[config.mk]
export PLATFORM = sky130hd
export DESIGN_NAME = psl_loader
export DESIGN_NICKNAME = d
export VERILOG_FILES = /design/src/psl_pkg.sv /design/src/psl_loader.sv
export SDC_FILE = /design/constraint.sdc
export NUM_CORES = 1
export LEC_CHECK = 0
export ABC_AREA = 1
export ABC_CLOCK_PERIOD_IN_PS = 800
export BUFFER_PORTS_ARGS = -buffer_cell sky130_fd_sc_hd__buf_2
export CORE_MARGIN = 5
export CORE_UTILIZATION = 30
export DETAILED_ROUTE_END_ITERATION = 12
export GPL_TIMING_DRIVEN = 0
export HOLD_SLACK_MARGIN = 0.05
export MAX_ROUTING_LAYER = met4
export SKIP_CTS_REPAIR_TIMING = 1
export SYNTH_ARGS = -nofsm -noshare
export SYNTH_HDL_FRONTEND = slang
export SYNTH_SLANG_ARGS = --single-unit
[constraint.sdc]
create_clock -name core_clk_i -period 0.8 [get_ports core_clk_i]
set_input_delay 0.16 -clock core_clk_i [delete_from_list [all_inputs] [get_ports core_clk_i]]
set_output_delay 0.16 -clock core_clk_i [all_outputs]
set_load 0.05 [all_outputs]
[src/psl_pkg.sv]
package psl_pkg;

  // strap defaults when a pin is left to its pull
  localparam logic DEF_AUTO_XOVER  = 1'b1;
  localparam logic DEF_MANUAL_XOV  = 1'b0;
  localparam logic DEF_NEGOTIATE   = 1'b1;
  localparam logic DEF_SPEED       = 1'b1;
  localparam logic DEF_DUPLEX      = 1'b1;
  localparam logic DEF_ENERGY_SAVE = 1'b1;

  // operating setting field encodings (three bits)
  localparam logic [2:0] SET_10_HALF  = 3'h0;
  localparam logic [2:0] SET_10_FULL  = 3'h1;
  localparam logic [2:0] SET_100_HALF = 3'h2;
  localparam logic [2:0] SET_100_FULL = 3'h3;
  localparam logic [2:0] SET_AN_ALL   = 3'h7;

  typedef struct packed {
    logic energy_saving;
    logic auto_xover;
    logic manual_xover;
    logic negotiate;
    logic speed;
    logic duplex;
  } psl_straps_t;

  typedef struct packed {
    logic lpi_enable;
    logic lpi_capability;
    logic lpi_advert;
  } psl_xcvr_a_t;

  typedef struct packed {
    logic       auto_xover_state;
    logic       auto_xover_en;
    logic       crossed_wiring;
    logic       negotiate_en;
    logic       speed_low;
    logic       duplex;
    logic       adv_10_full;
    logic       adv_10_half;
    logic [2:0] op_setting;
  } psl_xcvr_b_t;

endpackage

[src/psl_loader.sv]
`timescale 1ns/1ps
// Summary of operation
// the energy-saving strap gives the reset default of transceiver A's low-power-idle enable bit.
// the same strap gives the default of transceiver A's 100BASE-TX low-power-idle capability bit.
// the same strap gives the default of transceiver A's 100BASE-TX low-power-idle advertisement bit.
// in fiber mode a transceiver's energy, crossover, negotiation and speed straps have no effect.
// the auto-crossover strap (default one) gives the default of port B's crossover strap-state bit.
// with source-select on straps, crossover comes from the auto and manual crossover straps.
// with auto strap low and straps selected, manual value 0 is straight wiring and 1 crossed.
// the negotiation strap (default one) gives the default of transceiver B's negotiation enable bit.
// the negotiation strap also shapes speed-low, duplex, 10BASE-T adverts and the setting field.
// the speed strap (default one) shapes speed-low, 10BASE-T adverts and the setting field.
// the duplex strap (default one) shapes duplex, the 10BASE-T full advert and the setting field.
// straps are caught once at reset release; later software writes override, save crossover control while the selector is high, until the next reset.
module psl_loader (
  input  wire logic                 core_clk_i,
  input  wire logic                 rst_b_i,
  input  wire psl_pkg::psl_straps_t straps_i,
  input  wire logic                 xcvr_a_fiber_i,
  input  wire logic                 xcvr_b_fiber_i,
  input  wire logic                 crossover_source_select_i,
  input  wire logic                 sw_a_wr_i,
  input  wire psl_pkg::psl_xcvr_a_t sw_a_data_i,
  input  wire logic                 sw_b_wr_i,
  input  wire psl_pkg::psl_xcvr_b_t sw_b_data_i,
  output logic                      straps_loaded_o,
  output psl_pkg::psl_xcvr_a_t      xcvr_a_o,
  output psl_pkg::psl_xcvr_b_t      xcvr_b_o
);
  import psl_pkg::*;

  logic        rst_meta_reg;
  logic        rst_sync_b_reg;
  logic        loaded_reg;
  psl_xcvr_a_t a_reg;
  psl_xcvr_a_t a_next;
  psl_xcvr_b_t b_reg;
  psl_xcvr_b_t b_next;
  logic        b_neg;
  logic        b_spd;
  logic        b_dup;

  always_ff @(posedge core_clk_i or negedge rst_b_i) begin
    if (!rst_b_i) begin
      rst_meta_reg   <= 1'b0;
      rst_sync_b_reg <= 1'b0;
    end else begin
      rst_meta_reg   <= 1'b1;
      rst_sync_b_reg <= rst_meta_reg;
    end
  end

  // transceiver A defaults; fiber forces low-power idle off since it cannot be negotiated
  always_comb begin
    a_next.lpi_enable     = straps_i.energy_saving & ~xcvr_a_fiber_i;
    a_next.lpi_capability = straps_i.energy_saving & ~xcvr_a_fiber_i;
    a_next.lpi_advert     = straps_i.energy_saving & ~xcvr_a_fiber_i;
  end

  // transceiver B: in fiber mode speed and crossover state take their defaults; negotiation and crossover control are forced off
  always_comb begin
    b_neg = xcvr_b_fiber_i ? 1'b0 : straps_i.negotiate;
    b_spd = xcvr_b_fiber_i ? DEF_SPEED : straps_i.speed;
    b_dup = straps_i.duplex;                                // duplex still applies to fiber
    b_next.auto_xover_state = xcvr_b_fiber_i ? DEF_AUTO_XOVER : straps_i.auto_xover;
    b_next.auto_xover_en    = 1'b0;
    b_next.crossed_wiring   = 1'b0;
    if (!xcvr_b_fiber_i) begin
      b_next.auto_xover_en  = straps_i.auto_xover;
      b_next.crossed_wiring = ~straps_i.auto_xover & straps_i.manual_xover;
    end
    b_next.negotiate_en = b_neg;
    b_next.speed_low    = b_neg | b_spd;
    b_next.duplex       = b_neg | b_dup;
    b_next.adv_10_full  = b_neg ? 1'b1 : (~b_spd & b_dup);
    b_next.adv_10_half  = b_neg ? 1'b1 : ~b_spd;
    if (b_neg) begin
      b_next.op_setting = SET_AN_ALL;
    end else begin
      case ({b_spd, b_dup})
        2'b00:   b_next.op_setting = SET_10_HALF;
        2'b01:   b_next.op_setting = SET_10_FULL;
        2'b10:   b_next.op_setting = SET_100_HALF;
        default: b_next.op_setting = SET_100_FULL;
      endcase
    end
  end

  // load once in the first cycle after release, then software owns the bits, except crossover control while the selector is high
  always_ff @(posedge core_clk_i or negedge rst_sync_b_reg) begin
    if (!rst_sync_b_reg) begin
      loaded_reg <= 1'b0;
    end else begin
      loaded_reg <= 1'b1;
    end
  end

  always_ff @(posedge core_clk_i or negedge rst_sync_b_reg) begin
    if (!rst_sync_b_reg) begin
      a_reg <= '0;
    end else if (!loaded_reg) begin
      a_reg <= a_next;
    end else if (sw_a_wr_i) begin
      a_reg <= sw_a_data_i;
    end
  end

  always_ff @(posedge core_clk_i or negedge rst_sync_b_reg) begin
    if (!rst_sync_b_reg) begin
      b_reg <= '0;
    end else if (!loaded_reg) begin
      b_reg <= b_next;
    end else if (sw_b_wr_i) begin
      // selector low hands crossover control to software; high keeps the current crossover control bits
      b_reg <= sw_b_data_i;
      if (crossover_source_select_i) begin
        b_reg.auto_xover_en  <= b_reg.auto_xover_en;
        b_reg.crossed_wiring <= b_reg.crossed_wiring;
      end
    end
  end

  assign straps_loaded_o = loaded_reg;
  assign xcvr_a_o        = a_reg;
  assign xcvr_b_o        = b_reg;

endmodule // psl_loader

==> results of run 1 <==
==> cells in the mapped netlist, drive strengths merged <==
| master | count | area share |
|---|---|---|
| dfrtp | 17 | 0.52 |
| o21ai | 3 | 0.032 |
| nand3 | 19 | 0.13 |
| nand4 | 2 | 0.015 |
| inv | 4 | 0.021 |
| conb | 1 | 0.0046 |
| o211ai | 2 | 0.025 |
| nand3b | 1 | 0.0092 |
| nand2 | 28 | 0.13 |
| a31oi | 1 | 0.0077 |
| a21oi | 1 | 0.0061 |
| clkinv | 1 | 0.020 |
| buf | 3 | 0.041 |
| nor2 | 5 | 0.032 |
==> logic make-up after synthesis <==
group / count (synthesis) / synth area share
other cells: 1 / 0.00460
simple gates: 55 / 0.321
flops: 17 / 0.521
buf+inv: 8 / 0.0828
compound gates: 7 / 0.0706
==> power breakdown <==
group | switching, mW | internal (mW)
clock network | 0.245 | 0.193
logic | 0.445 | 0.297
registers | 0.0695 | 0.937
total | 0.759 | 1.43
==> cell usage in the layout, fill, tap and decap left out, drive strengths merged <==
cell / count
buf: 48
nand2: 28
nand3: 19
dfrtp: 17
nor2: 5
clkbuf: 4
inv: 4
o21ai: 3
nand4: 2
conb: 2
o211ai: 2
clkinv: 1
a21oi: 1
a31oi: 1
nand3b: 1
dlygate4sd3: 1
==> metal layers <==
layer	track usage	part of all wire	wire length [um]	up-vias
met4	0.0325	0	0	0
met1	0.131	0.44	902	354
met2	0.175	0.48	982	23
met5	-	0	0	-
li1	-	-	-	389
met3	0.0306	0.078	159	0
==> per-stage QoR <==
step	power, mW	area, sq um	TNS (ps)	utilization	hold WS [ps]
floorplan	1.43	837	-3800	-	-136
global placement	1.61	1080	-2050	0.401	-54.8
detailed placement	1.62	1080	-2160	0.401	-54.1
CTS	2.07	1100	-6620	0.410	-366
global route	2.30	1250	-7010	0.465	113
finish	2.19	1250	-5460	0.465	117
==> final cells by class <==
| type | count | area share |
|---|---|---|
| flip-flops and latches | 17 | 0.343 |
| repair buffers | 46 | 0.274 |
| multi-input cells | 64 | 0.270 |
| plain buffers | 3 | 0.0331 |
| well taps | 31 | 0.0311 |
| inverters | 5 | 0.0291 |
| clock buffers | 4 | 0.0210 |
==> worst paths after layout <==
check,startpoint,endpoint,slack (ps),depth (start not counted)
max in group asynchronous,rst_sync_b_reg,straps_loaded_o,360,0
setup / recovery,straps_loaded_o,straps_loaded_o,-230,1
hold / removal,sw_b_data_i[0],xcvr_b_o[0],120,3
min in group asynchronous,rst_sync_b_reg,xcvr_b_o[6],170,0
hold reg to reg,rst_sync_b_reg,xcvr_b_o[6],170,0
setup reg to reg,straps_loaded_o,xcvr_b_o[10],-200,4
==> reports/results.tsv, run 1 <==
stage	metric	value	unit
worst_setup_path	path_cells	buf_6	
clock_tree	clk_pin_slew	90	ps
power	max-vdd-ir-drop	1.08	mV
worst_hold_path	hold_class	in -> reg	
worst_setup_path	crit_required	640	ps
die	core.rowCount	19	
placement	io_buffers	40	
sta	rsz0062_at_grt	true	
sta	fin_crit	1030	ps
placement	dp_cells	160	
sta	fin_skew	0.818	ps
worst_setup_path	critPathKind	reg -> out	
logic_synthesis	yosys_warnings	0	
die	die_area	3860	sq um
logic_synthesis	netlist_area	816	sq um
global_routing	overflow	0	
clock_tree	cts-root-buf	clkbuf_4	
power	p_leak	0.634	nW
layout	instances_no_fill	170	
die	initial_core_util	0.304	
placement	dp_hpwl	1.65	mm
sta	period_share	1.28	
layout	fillCellCount	286	
worst_setup_path	crit_path_start_kind	flip-flop	
die	chipHeight	62.1	um
clock_tree	max-clock-path-buffers	2	
logic_synthesis	syn_area_per_cell	9.27	sq um
drt	drtPass1Iterations	4	
logic_synthesis	synthCells	88	
drt	antenna_left	0	
sta	finalHoldViolations	0	
die	die_x	62.1	um
clock_tree	cts_buffers	3	
worst_setup_path	endpoint_kind	output port	
worst_setup_path	slowest_stage	dfrtp_2	
logic_synthesis	yosysSeqAreaShare	0.521	
worst_setup_path	crit_fanout	2	
layout	drive_gt1_frac	0.453	
sta	setup_ws	-227	ps
drt	drc	0	
drt	drt-initial-drc-count	14	
placement	place_congestion	0.782	
sta	maxSlewViolCount	0	
drt	routed_wl	2.05	mm
worst_setup_path	critPathMaxStageDelay	430	ps
global_routing	track_usage	0.108	
clock_tree	cts_tree	yes	
sta	finalSetupViolCount	29	
placement	pre_cts_slack	-177	ps
worst_setup_path	critPathBufInv	1	
clock_tree	clk-insertion-delay-late	280	ps
die	ios	42	
global_routing	antenna_found_initial	0	
layout	seqCellArea	428	sq um
run_status	violations	setup timing	
worst_setup_path	cp.arrival	870	ps
layout	nNetsFinal	167	
die	core_area	2690	sq um
global_routing	grt_pass1_wl	3.44	mm
logic_synthesis	synth-seq-cells	17	
global_routing	grt_pass1_vias	804	
clock_tree	clock-sinks	17	
layout	largest_reg_flops	11	
drt	vias	766	
drt	wl_per_cell	12.0	um
clock_tree	htreeDepth	1	
run_status	status	complete, but fails checks	
logic_synthesis	ys_types	21	
worst_setup_path	critPathTopFamily	flip-flops	
layout	diodes	0	
power	p_per_area	1750	nW/um^2
layout	syn_to_final_growth	53.1	%
sta	max_freq	0.974	GHz
layout	multiInputGateArea	337	sq um
drt	viasPerCell	4.51	
job	maxCapViolations	0	
global_routing	grt_max_degree	16	
Power figures use the tool's default switching activity.
==> inputs of run 2 (changes only) <==
RECOVER_POWER = 100   (was not set)
==> run 2 against run 1 <==
Net effect:
- the flow still finishes with violations (setup timing)
- clock-buffer cell count is the same
- cell count unchanged
- final area is 0.10% lower
- critical endpoint unchanged
- clock power about the same
- critical path depth stayed put
- sequential power about the same
- via count unchanged
- sequential cell count is the same
- register-to-register slack about the same
- global-route usage unchanged
==> reports/results.tsv, run 2 (synthesis gave the netlist of run 1 again) <==
stage	metric	value	unit
drt	drc	0	
sta	maxSlewViolCount	0	
die	core_area	2690	sq um
global_routing	track_usage	0.108	
power	sw_frac_of_total	0.347	
power	clockPowerShare	0.200	
worst_setup_path	cp.arrival	870	ps
global_routing	grt_pass1_vias	804	
layout	final_cell_mix	27 x nand2_1, 24 x buf_2, 17 x nand3_1	
worst_setup_path	critPathMaxStageDelay	430	ps
worst_setup_path	path_cells	buf_6	
sta	fin_crit	1030	ps
global_routing	antenna_found_initial	0	
worst_setup_path	critPathTopFamily	flip-flops	
worst_setup_path	critPathKind	reg -> out	
sta	finalSetupViolCount	29	
die	die_area	3860	sq um
drt	vias	766	
drt	viasPerCell	4.51	
global_routing	grt_pass1_wl	3.44	mm
placement	place_congestion	0.782	
worst_hold_path	hold_class	in -> reg	
power	p_leak	0.631	nW
placement	dp_hpwl	1.65	mm
drt	drt-initial-drc-count	14	
global_routing	grt_use_met1	0.131	
worst_setup_path	critPathBufInv	1	
sta	fin_skew	0.818	ps
layout	nNetsFinal	167	
sta	period_share	1.28	
worst_setup_path	crit_fanout	2	
placement	io_buffers	40	
sta	setup_ws	-227	ps
power	p_per_area	1750	nW/um^2
die	core.rowCount	19	
sta	finalHoldViolations	0	
layout	largest_reg_flops	11	
placement	pre_cts_slack	-177	ps
clock_tree	clk-insertion-delay-late	280	ps
layout	drive_gt1_frac	0.446	
global_routing	use_met3	0.0306	
drt	antenna_left	0	
power	power_frac_seq	0.460	
clock_tree	clock-sinks	17	
sta	timing.hold.ws	117	ps
worst_setup_path	endpoint_kind	output port	
layout	diodes	0	
global_routing	overflow	0	
die	chipHeight	62.1	um
die	die_x	62.1	um
global_routing	met2_usage	0.175	
layout	layout_commonest_cell	nand2_1	
power	power.internal	1.43	mW
power	power_switching	0.759	mW
drt	wl_per_cell	12.0	um
power	max-vdd-ir-drop	1.08	mV
drt	routed_wl	2.05	mm
run_status	violations	setup timing	
global_routing	grt_max_degree	16	
die	initial_core_util	0.304	
clock_tree	cts-root-buf	clkbuf_4	
run_status	status	complete, but fails checks	
clock_tree	max-clock-path-buffers	2	
layout	syn_to_final_growth	52.9	%
sta	rsz0062_at_grt	true	
clock_tree	htreeDepth	1	
sta	max_freq	0.974	GHz
power	combPwrFrac	0.339	
worst_setup_path	crit_path_start_kind	flip-flop	
global_routing	busiest_layer	met2	
worst_setup_path	slowest_stage	dfrtp_2	
clock_tree	cts_tree	yes	
die	ios	42	
drt	drtPass1Iterations	4	
clock_tree	clk_pin_slew	90	ps
worst_setup_path	crit_required	640	ps
clock_tree	cts_buffers	3	
job	maxCapViolations	0	
[run 2: power by group through the flow]
| stage | Sequential, mW | Combinational (mW) | Clock (mW) |
|---|---|---|---|
| after floorplan | 1.26 | 0.169 | 0 |
| after global placement | 1.01 | 0.608 | 0 |
| after detailed placement | 1.01 | 0.614 | 0 |
| after CTS | 0.992 | 0.615 | 0.463 |
| after global routing | 1.02 | 0.786 | 0.491 |
| final | 1.01 | 0.741 | 0.438 |
[run 2: path summary, 6_finish.rpt]
path | start | to | slack (ps) | depth (start not counted)
max in group asynchronous | rst_sync_b_reg | straps_loaded_o | 360 | 0
worst min register to register | rst_sync_b_reg | xcvr_b_o[6] | 170 | 0
worst max register to register | straps_loaded_o | xcvr_b_o[10] | -200 | 4
worst min-delay path | sw_b_data_i[0] | xcvr_b_o[0] | 120 | 3
worst max-delay path | straps_loaded_o | straps_loaded_o | -230 | 1
min in group asynchronous | rst_sync_b_reg | xcvr_b_o[6] | 170 | 0
[run 2: worst min-delay path, stage by stage]
cell and delay (ps):
buf_2 80, nand3_1 70, nand4_1 60
[run 2: layout make-up]
type | instances | area, sq um
fillers | 287 | 1440
plain buffers | 3 | 41.3
inverters | 5 | 36.3
well taps | 31 | 38.8
multi-input cells | 64 | 337
repair buffers | 46 | 340
clock buffers | 4 | 26.3
flip-flops and latches | 17 | 428
[run 2: per-layer routing]
metal / part of all wire / wire, um
met5: 0 / 0
met4: 0 / 0
met3: 0.078 / 159
met1: 0.44 / 902
met2: 0.48 / 982
[run 2: per-stage QoR]
stage	cells	power, mW	util	TNS (ps)	area [sq um]
detailed placement	160	1.62	0.401	-2160	1080
CTS	164	2.07	0.410	-6620	1100
floorplan	89	1.43	-	-3800	837
global placement	160	1.61	0.401	-2050	1080
finish	170	2.19	0.464	-5460	1250
global route	170	2.30	0.464	-7010	1250
